$ cat src/hw/cmi_pkg.sv
package cmi_pkg;
    // register word offsets, byte addresses on the bus
    localparam int ADDR_W = 8;
    localparam logic [7:0] IF1_REQ_OFF = 8'h20;
    localparam logic [7:0] IF1_SEL_OFF = 8'h24;
    localparam logic [7:0] IF2_REQ_OFF = 8'h80;
    localparam logic [7:0] IF2_SEL_OFF = 8'h84;

    // transfer request register layout and reset value
    localparam int BUSY_BIT = 15;
    localparam int MSG_NUM_W = 6;
    localparam logic [5:0] MSG_NUM_RST = 6'h01;
    localparam logic [5:0] OBJ_LAST = 6'h20;

    // transfer select register layout and reset value
    localparam int SEL_W = 8;
    localparam logic [7:0] SEL_RST = 8'h00;
    localparam int DIR_BIT = 7;
    localparam int FILTER_BIT = 6;
    localparam int ARB_BIT = 5;
    localparam int CTRL_BIT = 4;
    localparam int CLEAR_PENDING_BIT = 3;
    localparam int SEND_REQUEST_BIT = 2;
    localparam int LOW_PAYLOAD_BIT = 1;
    localparam int HIGH_PAYLOAD_BIT = 0;

    // busy time in bus clock periods, fixed inside the allowed window
    localparam int XFER_MIN_CYCLES = 3;
    localparam int XFER_MAX_CYCLES = 6;
    localparam int XFER_CYCLES = 4;
    localparam int CNT_W = 3;

    // bus responses
    localparam logic [1:0] RESP_OKAY = 2'b00;
    localparam logic [1:0] RESP_SLVERR = 2'b10;

    typedef struct packed {
        logic [5:0] msg_num;
        logic [7:0] select;
        logic busy;
        logic [2:0] count;
    } cmi_set_s;
endpackage : cmi_pkg

$ cat src/hw/cmi_transfer.sv
// The AXI4-Lite slave port was left to the implementer.
`timescale 1ns/1ps
`default_nettype none

module cmi_transfer (
    input wire logic CLK,
    input wire logic RST_B,
    input wire logic [7:0] AWADDR,
    input wire logic AWVALID,
    output logic AWREADY,
    input wire logic [31:0] WDATA,
    input wire logic [3:0] WSTRB,
    input wire logic WVALID,
    output logic WREADY,
    output logic [1:0] BRESP,
    output logic BVALID,
    input wire logic BREADY,
    input wire logic [7:0] ARADDR,
    input wire logic ARVALID,
    output logic ARREADY,
    output logic [31:0] RDATA,
    output logic [1:0] RRESP,
    output logic RVALID,
    input wire logic RREADY,
    output logic XFER_STB,
    output logic XFER_SET,
    output logic [5:0] XFER_OBJ,
    output logic [7:0] XFER_SELECT,
    output logic [1:0] XFER_DONE
);

    typedef struct packed {
        cmi_pkg::cmi_set_s [1:0] sets;
        logic awready;
        logic wready;
        logic bvalid;
        logic [1:0] bresp;
        logic arready;
        logic rvalid;
        logic [1:0] rresp;
        logic [31:0] rdata;
        logic xfer_stb;
        logic xfer_set;
        logic [5:0] xfer_obj;
        logic [7:0] xfer_select;
        logic [1:0] xfer_done;
    } cmi_state_s;

    cmi_state_s state_reg;
    cmi_state_s state_next;
    logic rst_meta_reg;
    logic rst_n_reg;
    logic [7:0] wr_word;
    logic [7:0] rd_word;
    logic [1:0] req_hit;
    logic [1:0] sel_hit;
    logic [1:0] req_start;

    // request register offset of one set
    function automatic logic [7:0] req_off(input int idx);
        req_off = (idx == 0) ? cmi_pkg::IF1_REQ_OFF : cmi_pkg::IF2_REQ_OFF;
    endfunction : req_off

    // select register offset of one set
    function automatic logic [7:0] sel_off(input int idx);
        sel_off = (idx == 0) ? cmi_pkg::IF1_SEL_OFF : cmi_pkg::IF2_SEL_OFF;
    endfunction : sel_off

    // invalid numbers are folded, never refused
    function automatic logic [5:0] map_obj(input logic [5:0] num);
        if (num == 6'h00) begin
            map_obj = cmi_pkg::OBJ_LAST;
        end else if (num > cmi_pkg::OBJ_LAST) begin
            // 0x21..0x3f less 0x20 lands on 0x01..0x1f
            map_obj = num - cmi_pkg::OBJ_LAST;
        end else begin
            map_obj = num;
        end
    endfunction : map_obj

    // reset release through two flops
    always_ff @(posedge CLK or negedge RST_B) begin
        if (!RST_B) begin
            rst_meta_reg <= 1'b0;
            rst_n_reg <= 1'b0;
        end else begin
            rst_meta_reg <= 1'b1;
            rst_n_reg <= rst_meta_reg;
        end
    end

    // word-aligned decode; low address bits ignored
    assign wr_word = {AWADDR[7:2], 2'b00};
    assign rd_word = {ARADDR[7:2], 2'b00};

    // per-set decode of the accepted write
    for (genvar g = 0; g < 2; g++) begin : g_hit
        assign req_hit[g] = state_reg.awready && (wr_word == req_off(g));
        assign sel_hit[g] = state_reg.awready && (wr_word == sel_off(g));
        // a write while busy is dropped so a live transfer is never corrupted
        assign req_start[g] = req_hit[g] && WSTRB[0] && !state_reg.sets[g].busy;
    end

    // next-state logic for bus slave and both interface sets
    always_comb begin
        state_next = state_reg;
        state_next.xfer_stb = 1'b0;
        state_next.xfer_done = 2'b00;

        // busy countdown, each set on its own
        // count loads one short, so busy stands XFER_CYCLES cycles in all
        for (int i = 0; i < 2; i++) begin
            if (state_reg.sets[i].busy) begin
                if (state_reg.sets[i].count == '0) begin
                    state_next.sets[i].busy = 1'b0;
                    state_next.xfer_done[i] = 1'b1;
                end else begin
                    state_next.sets[i].count = state_reg.sets[i].count - 3'h1;
                end
            end
        end

        // write path: both channels taken in one edge, then response
        // a lone address or lone data word simply waits for its partner
        if (!state_reg.awready && !state_reg.bvalid && AWVALID && WVALID) begin
            state_next.awready = 1'b1;
            state_next.wready = 1'b1;
        end
        if (state_reg.awready) begin
            state_next.awready = 1'b0;
            state_next.wready = 1'b0;
            state_next.bvalid = 1'b1;
            state_next.bresp = ((req_hit | sel_hit) != 2'b00) ?
                cmi_pkg::RESP_OKAY : cmi_pkg::RESP_SLVERR;
            for (int i = 0; i < 2; i++) begin
                if (req_start[i]) begin
                    state_next.sets[i].msg_num = WDATA[5:0];
                    state_next.sets[i].busy = 1'b1;
                    state_next.sets[i].count = 3'(cmi_pkg::XFER_CYCLES - 1);
                    state_next.xfer_stb = 1'b1;
                    state_next.xfer_set = 1'(i);
                    state_next.xfer_obj = map_obj(WDATA[5:0]);
                    // direction and part selects travel with the strobe
                    state_next.xfer_select = state_reg.sets[i].select;
                end
                if (sel_hit[i] && WSTRB[0] && !state_reg.sets[i].busy) begin
                    state_next.sets[i].select = WDATA[7:0];
                end
            end
        end
        if (state_reg.bvalid && BREADY) begin
            state_next.bvalid = 1'b0;
        end

        // read path: address taken, data one cycle later
        if (!state_reg.arready && !state_reg.rvalid && ARVALID) begin
            state_next.arready = 1'b1;
        end
        if (state_reg.arready) begin
            state_next.arready = 1'b0;
            state_next.rvalid = 1'b1;
            state_next.rdata = 32'h0000_0000;
            state_next.rresp = cmi_pkg::RESP_SLVERR;
            for (int i = 0; i < 2; i++) begin
                if (rd_word == req_off(i)) begin
                    state_next.rresp = cmi_pkg::RESP_OKAY;
                    state_next.rdata[cmi_pkg::BUSY_BIT] = state_reg.sets[i].busy;
                    state_next.rdata[5:0] = state_reg.sets[i].msg_num;
                end
                if (rd_word == sel_off(i)) begin
                    state_next.rresp = cmi_pkg::RESP_OKAY;
                    state_next.rdata[7:0] = state_reg.sets[i].select;
                end
            end
        end
        if (state_reg.rvalid && RREADY) begin
            state_next.rvalid = 1'b0;
        end
    end

    // state register on the synchronised reset
    // the async clear uses the synchronised copy, so its release never races CLK
    always_ff @(posedge CLK or negedge rst_n_reg) begin
        if (!rst_n_reg) begin
            state_reg <= '0;
            state_reg.sets[0].msg_num <= cmi_pkg::MSG_NUM_RST;
            state_reg.sets[1].msg_num <= cmi_pkg::MSG_NUM_RST;
            state_reg.sets[0].select <= cmi_pkg::SEL_RST;
            state_reg.sets[1].select <= cmi_pkg::SEL_RST;
        end else begin
            state_reg <= state_next;
        end
    end

    // outputs straight from the state register
    assign AWREADY = state_reg.awready;
    assign WREADY = state_reg.wready;
    assign BVALID = state_reg.bvalid;
    assign BRESP = state_reg.bresp;
    assign ARREADY = state_reg.arready;
    assign RVALID = state_reg.rvalid;
    assign RRESP = state_reg.rresp;
    assign RDATA = state_reg.rdata;
    assign XFER_STB = state_reg.xfer_stb;
    assign XFER_SET = state_reg.xfer_set;
    assign XFER_OBJ = state_reg.xfer_obj;
    assign XFER_SELECT = state_reg.xfer_select;
    assign XFER_DONE = state_reg.xfer_done;
endmodule : cmi_transfer

`default_nettype wire

$ cat config.mk
export PLATFORM = sky130hd
export DESIGN_NAME = cmi_transfer
export DESIGN_NICKNAME = d
export VERILOG_FILES = /design/src/hw/cmi_pkg.sv /design/src/hw/cmi_transfer.sv
export SDC_FILE = /design/constraint.sdc
export NUM_CORES = 1
export LEC_CHECK = 0
export ABC_AREA = 1
export BUFFER_PORTS_ARGS = -buffer_cell sky130_fd_sc_hd__buf_4
export CORE_UTILIZATION = 55
export DETAILED_ROUTE_END_ITERATION = 8
export GPL_TIMING_DRIVEN = 0
export PLACE_DENSITY = 0.85
export REMOVE_ABC_BUFFERS = 1
export SLEW_MARGIN = 20
export SYNTH_ARGS = -nofsm -noshare
export SYNTH_HDL_FRONTEND = slang
export SYNTH_SLANG_ARGS = --single-unit
export TNS_END_PERCENT = 30
$ cat constraint.sdc
create_clock -name CLK -period 6.25 [get_ports CLK]
set_input_delay 0.9375 -clock CLK [delete_from_list [all_inputs] [get_ports CLK]]
set_output_delay 0.9375 -clock CLK [all_outputs]
set_load 0.05 [all_outputs]
**Word-level counts from Yosys, hierarchy flattened**

Cells that the tools add are included.

- Output and inout port bits: 59
- Word-level logic and storage cells: 110
- Flip-flop bits (word level): 74
- Input bits: 59

- Multiplexer cells: 36
- Add/subtract/negate cells: 3
- Equality and inequality tests: 8
- Bitwise operators: 1
- Order comparisons: 1
- Reductions and logical operators: 38

Operator list:

| cell | number |
|---|---|
| $mux 16 | 3 |
| $mux 36 | 1 |
| $mux 6 | 5 |
| $mux 27 | 1 |
| $eq 6x4->1 const B | 4 |
| $eq 6x6->1 const B | 4 |
| $mux 8 | 3 |
| $logic_and 1x1->1 | 19 |
| $mux 4 | 4 |
| $mux 2 | 6 |
| $mux 1 | 11 |
| $reduce_and 2->1 | 5 |
| $reduce_bool 2->1 | 5 |
| $gt 6x6->1 const B | 1 |
| $logic_not 1->1 | 6 |
| $logic_not 3->1 | 2 |
| $logic_not 6->1 | 1 |
| $mux 3 | 2 |
| $sub 3x1->3 const B | 2 |
| $sub 6x6->6 const B | 1 |
| $or 2x2->2 | 1 |

**Longest topological paths before layout**

- Depth after elaboration: 7
- Gate-level depth with buffers: 8
- Depth with buffers taken out: 8

**Worst setup path before layout**

OpenSTA, ideal clock, no wires.

- Kind: input to register
- Start: input port ARADDR[5]
- End: register state_reg, in the netlist RDATA[2]
- Stages: 8
- Library setup time: 116 ps
- Required time: 6134 ps
- Arrival: 1706 ps
- Setup slack: 4427 ps
- Path buffers: 0
- Cell sequence: inv_1 > nand2_1 > nor2_2 > nand2_1 > nor2_1 > nor2_1 > nand2_1 > nand2_1

- Cells in the longest elaborated chain, start to end: 5

Ends and longest elaborated chain:

| item | RTL line | source |
|---|---|---|
| start, declared | cmi_transfer.sv:18 | `input wire logic [7:0] ARADDR,` |
| $eq 6x4->1 | cmi_transfer.sv:165 | `if (rd_word == req_off(i)) begin` |
| $mux 6 | cmi_transfer.sv:165 |  |
| $mux 8 | cmi_transfer.sv:170 | `if (rd_word == sel_off(i)) begin` |
| $mux 6 | cmi_transfer.sv:165 |  |
| $mux 8 * | cmi_transfer.sv:170 |  |
| end signal, assigned | cmi_transfer.sv:191 | `state_reg <= state_next;` |
| end, declared | cmi_transfer.sv:49 | `cmi_state_s state_reg;` |

Mark *: on every way between the ends. The rest lies on a longest branch, timed or not.
A chain may end at the register's enable or synchronous reset.

**Final worst setup path**

- Start: input port ARADDR[2]
- End: register state_reg, in the netlist RDATA[1]

Same word-level chain as after synthesis.

==> impl_metrics.tcl <==
set metrics [dict create \
    outcome "complete, no violations" \
    crit_family "simple AND/OR/NAND/NOR gates" \
    synth-async-reset-ratio_pct 100 \
    p_switching_uw 434 \
    power_frac_seq_pct 45.7 \
    synth-seq-cells 72 \
    io_pins 118 \
    dp_hpwl_mm 5.16 \
    die_h_um 85.0 \
    finalWeightedCongestion 0.791 \
    grt_first_pass_wirelength_mm 12.4 \
    crit_required_ps 6490 \
    p_per_area_mw_per_mm2 289 \
    period_minus_slack_ps 2310 \
    critical_path_class "in -> reg" \
    whs_ps 227 \
    maxClockFrequency_mhz 433 \
    grt_max_degree 50 \
    power_mw 1.20 \
    hold_viol 0 \
    ys_types 30 \
    path_cells "buf_4, inv_1, nor2_1, nand2_1, nor2_1, nor2_1, nand2_1, nand2_1" \
    antenna_cells 0 \
    holdBufCountCts 0 \
    worst_setup_path_end_kind "flop" \
    final_nets 515 \
    cp_max_fo 11 \
    maxSlewViolCount 0 \
    p_leak_nw 2.20 \
    drc 0 \
    grt.overflow.total 0 \
    setup_tns_ps 0 \
    rsz0062_at_grt "false" \
    dr.pass1.iters 4 \
    tightest_slew_ps 1060 \
    fillerInstances 544 \
    power_frac_comb_pct 27.1 \
    syn_area_mm2 0.00379 \
    swShare_pct 36.1 \
    wirelength_mm 7.50 \
    port_buffers 61 \
    irDropWorstVdd_mv 0.198 \
    cp-start-kind "primary input" \
    synth_edf_count 0 \
    cts_tree "done" \
    finalSetupViolations 0 \
    grt_pass1_vias 2672 \
    drt_iter0_drc 212 \
    maxCapViolCount 0 \
    clk_pin_slew_ps 70 \
    core_area_mm2 0.00649 \
    clkSinkCount 72 \
    power.share.clock_pct 27.2 \
    syn_area_per_cell_um2 9.05 \
    fin_ws_ps 3940 \
    antenna_found_initial 0 \
    synth_ff_type "dfrtp_1" \
    cp_slowest_stage_delay_ps 630 \
    ff_latch_area_mm2 0.00181 \
    antenna_left 0 \
    cts_made_buffers 9 \
    slowest_stage "nor2_1" \
    ys_seq_area_share_pct 47.6 \
    clock_path_buffers 2 \
    die_area_mm2 0.00723 \
    cts_max_level 3 \
    cp_num_buf_inv 2 \
    cts_setup_buffers 0 \
    viasPerCell 5.09 \
    area_growth_pct 9.51 \
    fin_crit_sh_pct 36.9 \
    largest_register_ffs 36 \
    dpl_worst_slack_ps 3660 \
    layout-drive-gt1-share_pct 26.7 \
    synth-warning-count 0 \
    slew_headroom_pct 28.9 \
    vias 2720 \
    grtUsageTotal_pct 22.7 \
    initial_core_util_pct 58.4 \
    p_int_uw 766 \
    cp.arrival_ps 2550 \
    post_cts_resized 0 \
    hold_path_class "reg -> async" \
    multi_input_area_mm2 0.00145 \
    routedWlPerCell_um 14.0 \
    skew_ps 7.21 \
    clk_latency_ps 350 \
    dieWidth_um 85.0 \
    synthCells 419 \
    root_buffer "clkbuf_8" \
    core.rowCount 29 \
]
[synth_stat cells, types with 5 or more instances]
cell type	n	area (um2)
o21ai_2	28	245
o211ai_1	8	60.1
a21oi_1	5	25.0
nand3_1	46	230
inv_1	35	131
nor2_1	27	101
buf_6	5	56.3
buf_4	55	413
nand2_1	94	353
dfrtp_1	70	1750
[cells by family (layout without fill, tap and decap cells)]
group                    after synthesis  after routing  synth area share [%]
AO/OA/AOI/OAI                         49             49                  9.90
XOR/XNOR                               2              2                 0.462
adder cells (fa/ha/maj)                4              4                  1.32
buffers and inverters                102            116                  16.6
flip-flops                            72             72                  47.6
other                                  2             26                 0.198
AND/OR/NAND/NOR                      188            188                  23.9
[path summary, 6_finish.rpt]
| path | to | cells after the start | slack, ps | from |
|---|---|---|---|---|
| max | RDATA[1] | 8 | 3940 | ARADDR[2] |
| min | WREADY | 0 | 230 | rst_n_reg |
| max reg2reg | XFER_SELECT[0] | 5 | 4280 | state_reg[80] |
| min reg2reg | WREADY | 0 | 230 | rst_n_reg |
| max in group asynchronous | state_reg[71] | 1 | 5440 | rst_n_reg |
| min in group CLK | rst_n_reg | 0 | 360 | rst_meta_reg |
[power groups by stage]
| stage | clock (mW) | sequential (mW) | combinational [mW] |
|---|---|---|---|
| 5_1_grt | 0.354 | 0.556 | 0.345 |
| 2_1_floorplan | 0 | 0.673 | 0.107 |
| 3_3_place_gp | 0 | 0.561 | 0.311 |
| 3_5_place_dp | 0 | 0.556 | 0.326 |
| 6_report | 0.326 | 0.549 | 0.325 |
| 4_1_cts | 0.332 | 0.548 | 0.326 |
[per-stage QoR]
stage / utilization [%] / std cells / area, um2
after floorplan: - / 379 / 3390
after global placement: 60.8 / 517 / 3950
after detailed placement: 61.3 / 518 / 3980
after CTS: 63.9 / 534 / 4150
after global routing: 63.9 / 534 / 4150
final: 63.9 / 534 / 4150
[area by class of cell]
class	count	share of cell area (%)
clock inverter	1	0.121
sequential	72	43.6
clock buffer	15	4.01
timing repair buffer	62	11.7
multi-input combinational	269	34.9
tap	77	2.32
inverter	38	3.44
[placed cells by master (no fill, tap or decap), drive strengths merged]
cell type,instances
a21oi,5
a31oi,4
buf,62
clkbuf,15
clkinv,2
conb,26
dfrtp,70
dfstp,2
ha,4
inv,37
nand2,95
nand3,51
nand3b,3
nand4,2
nor2,33
nor3,3
nor3b,1
o211ai,8
o21ai,32
xor2,2
[worst reg2reg max path: stages, from the launching register on]
cell and delay, ps:
dfrtp_1 460, nor2_1 350, nand3_2 500, clkinv_1 400, nand2_1 90, nand3_1 100
[metal layers]
metal,wire length (um),track usage (%),vias up
met1,3110,27.5,1280
li1,-,-,1334
met5,0,0,-
met3,481,7.20,9
met2,3810,38.9,97
met4,91,6.63,0
Note: power is estimated with default switching activity, not from simulation.
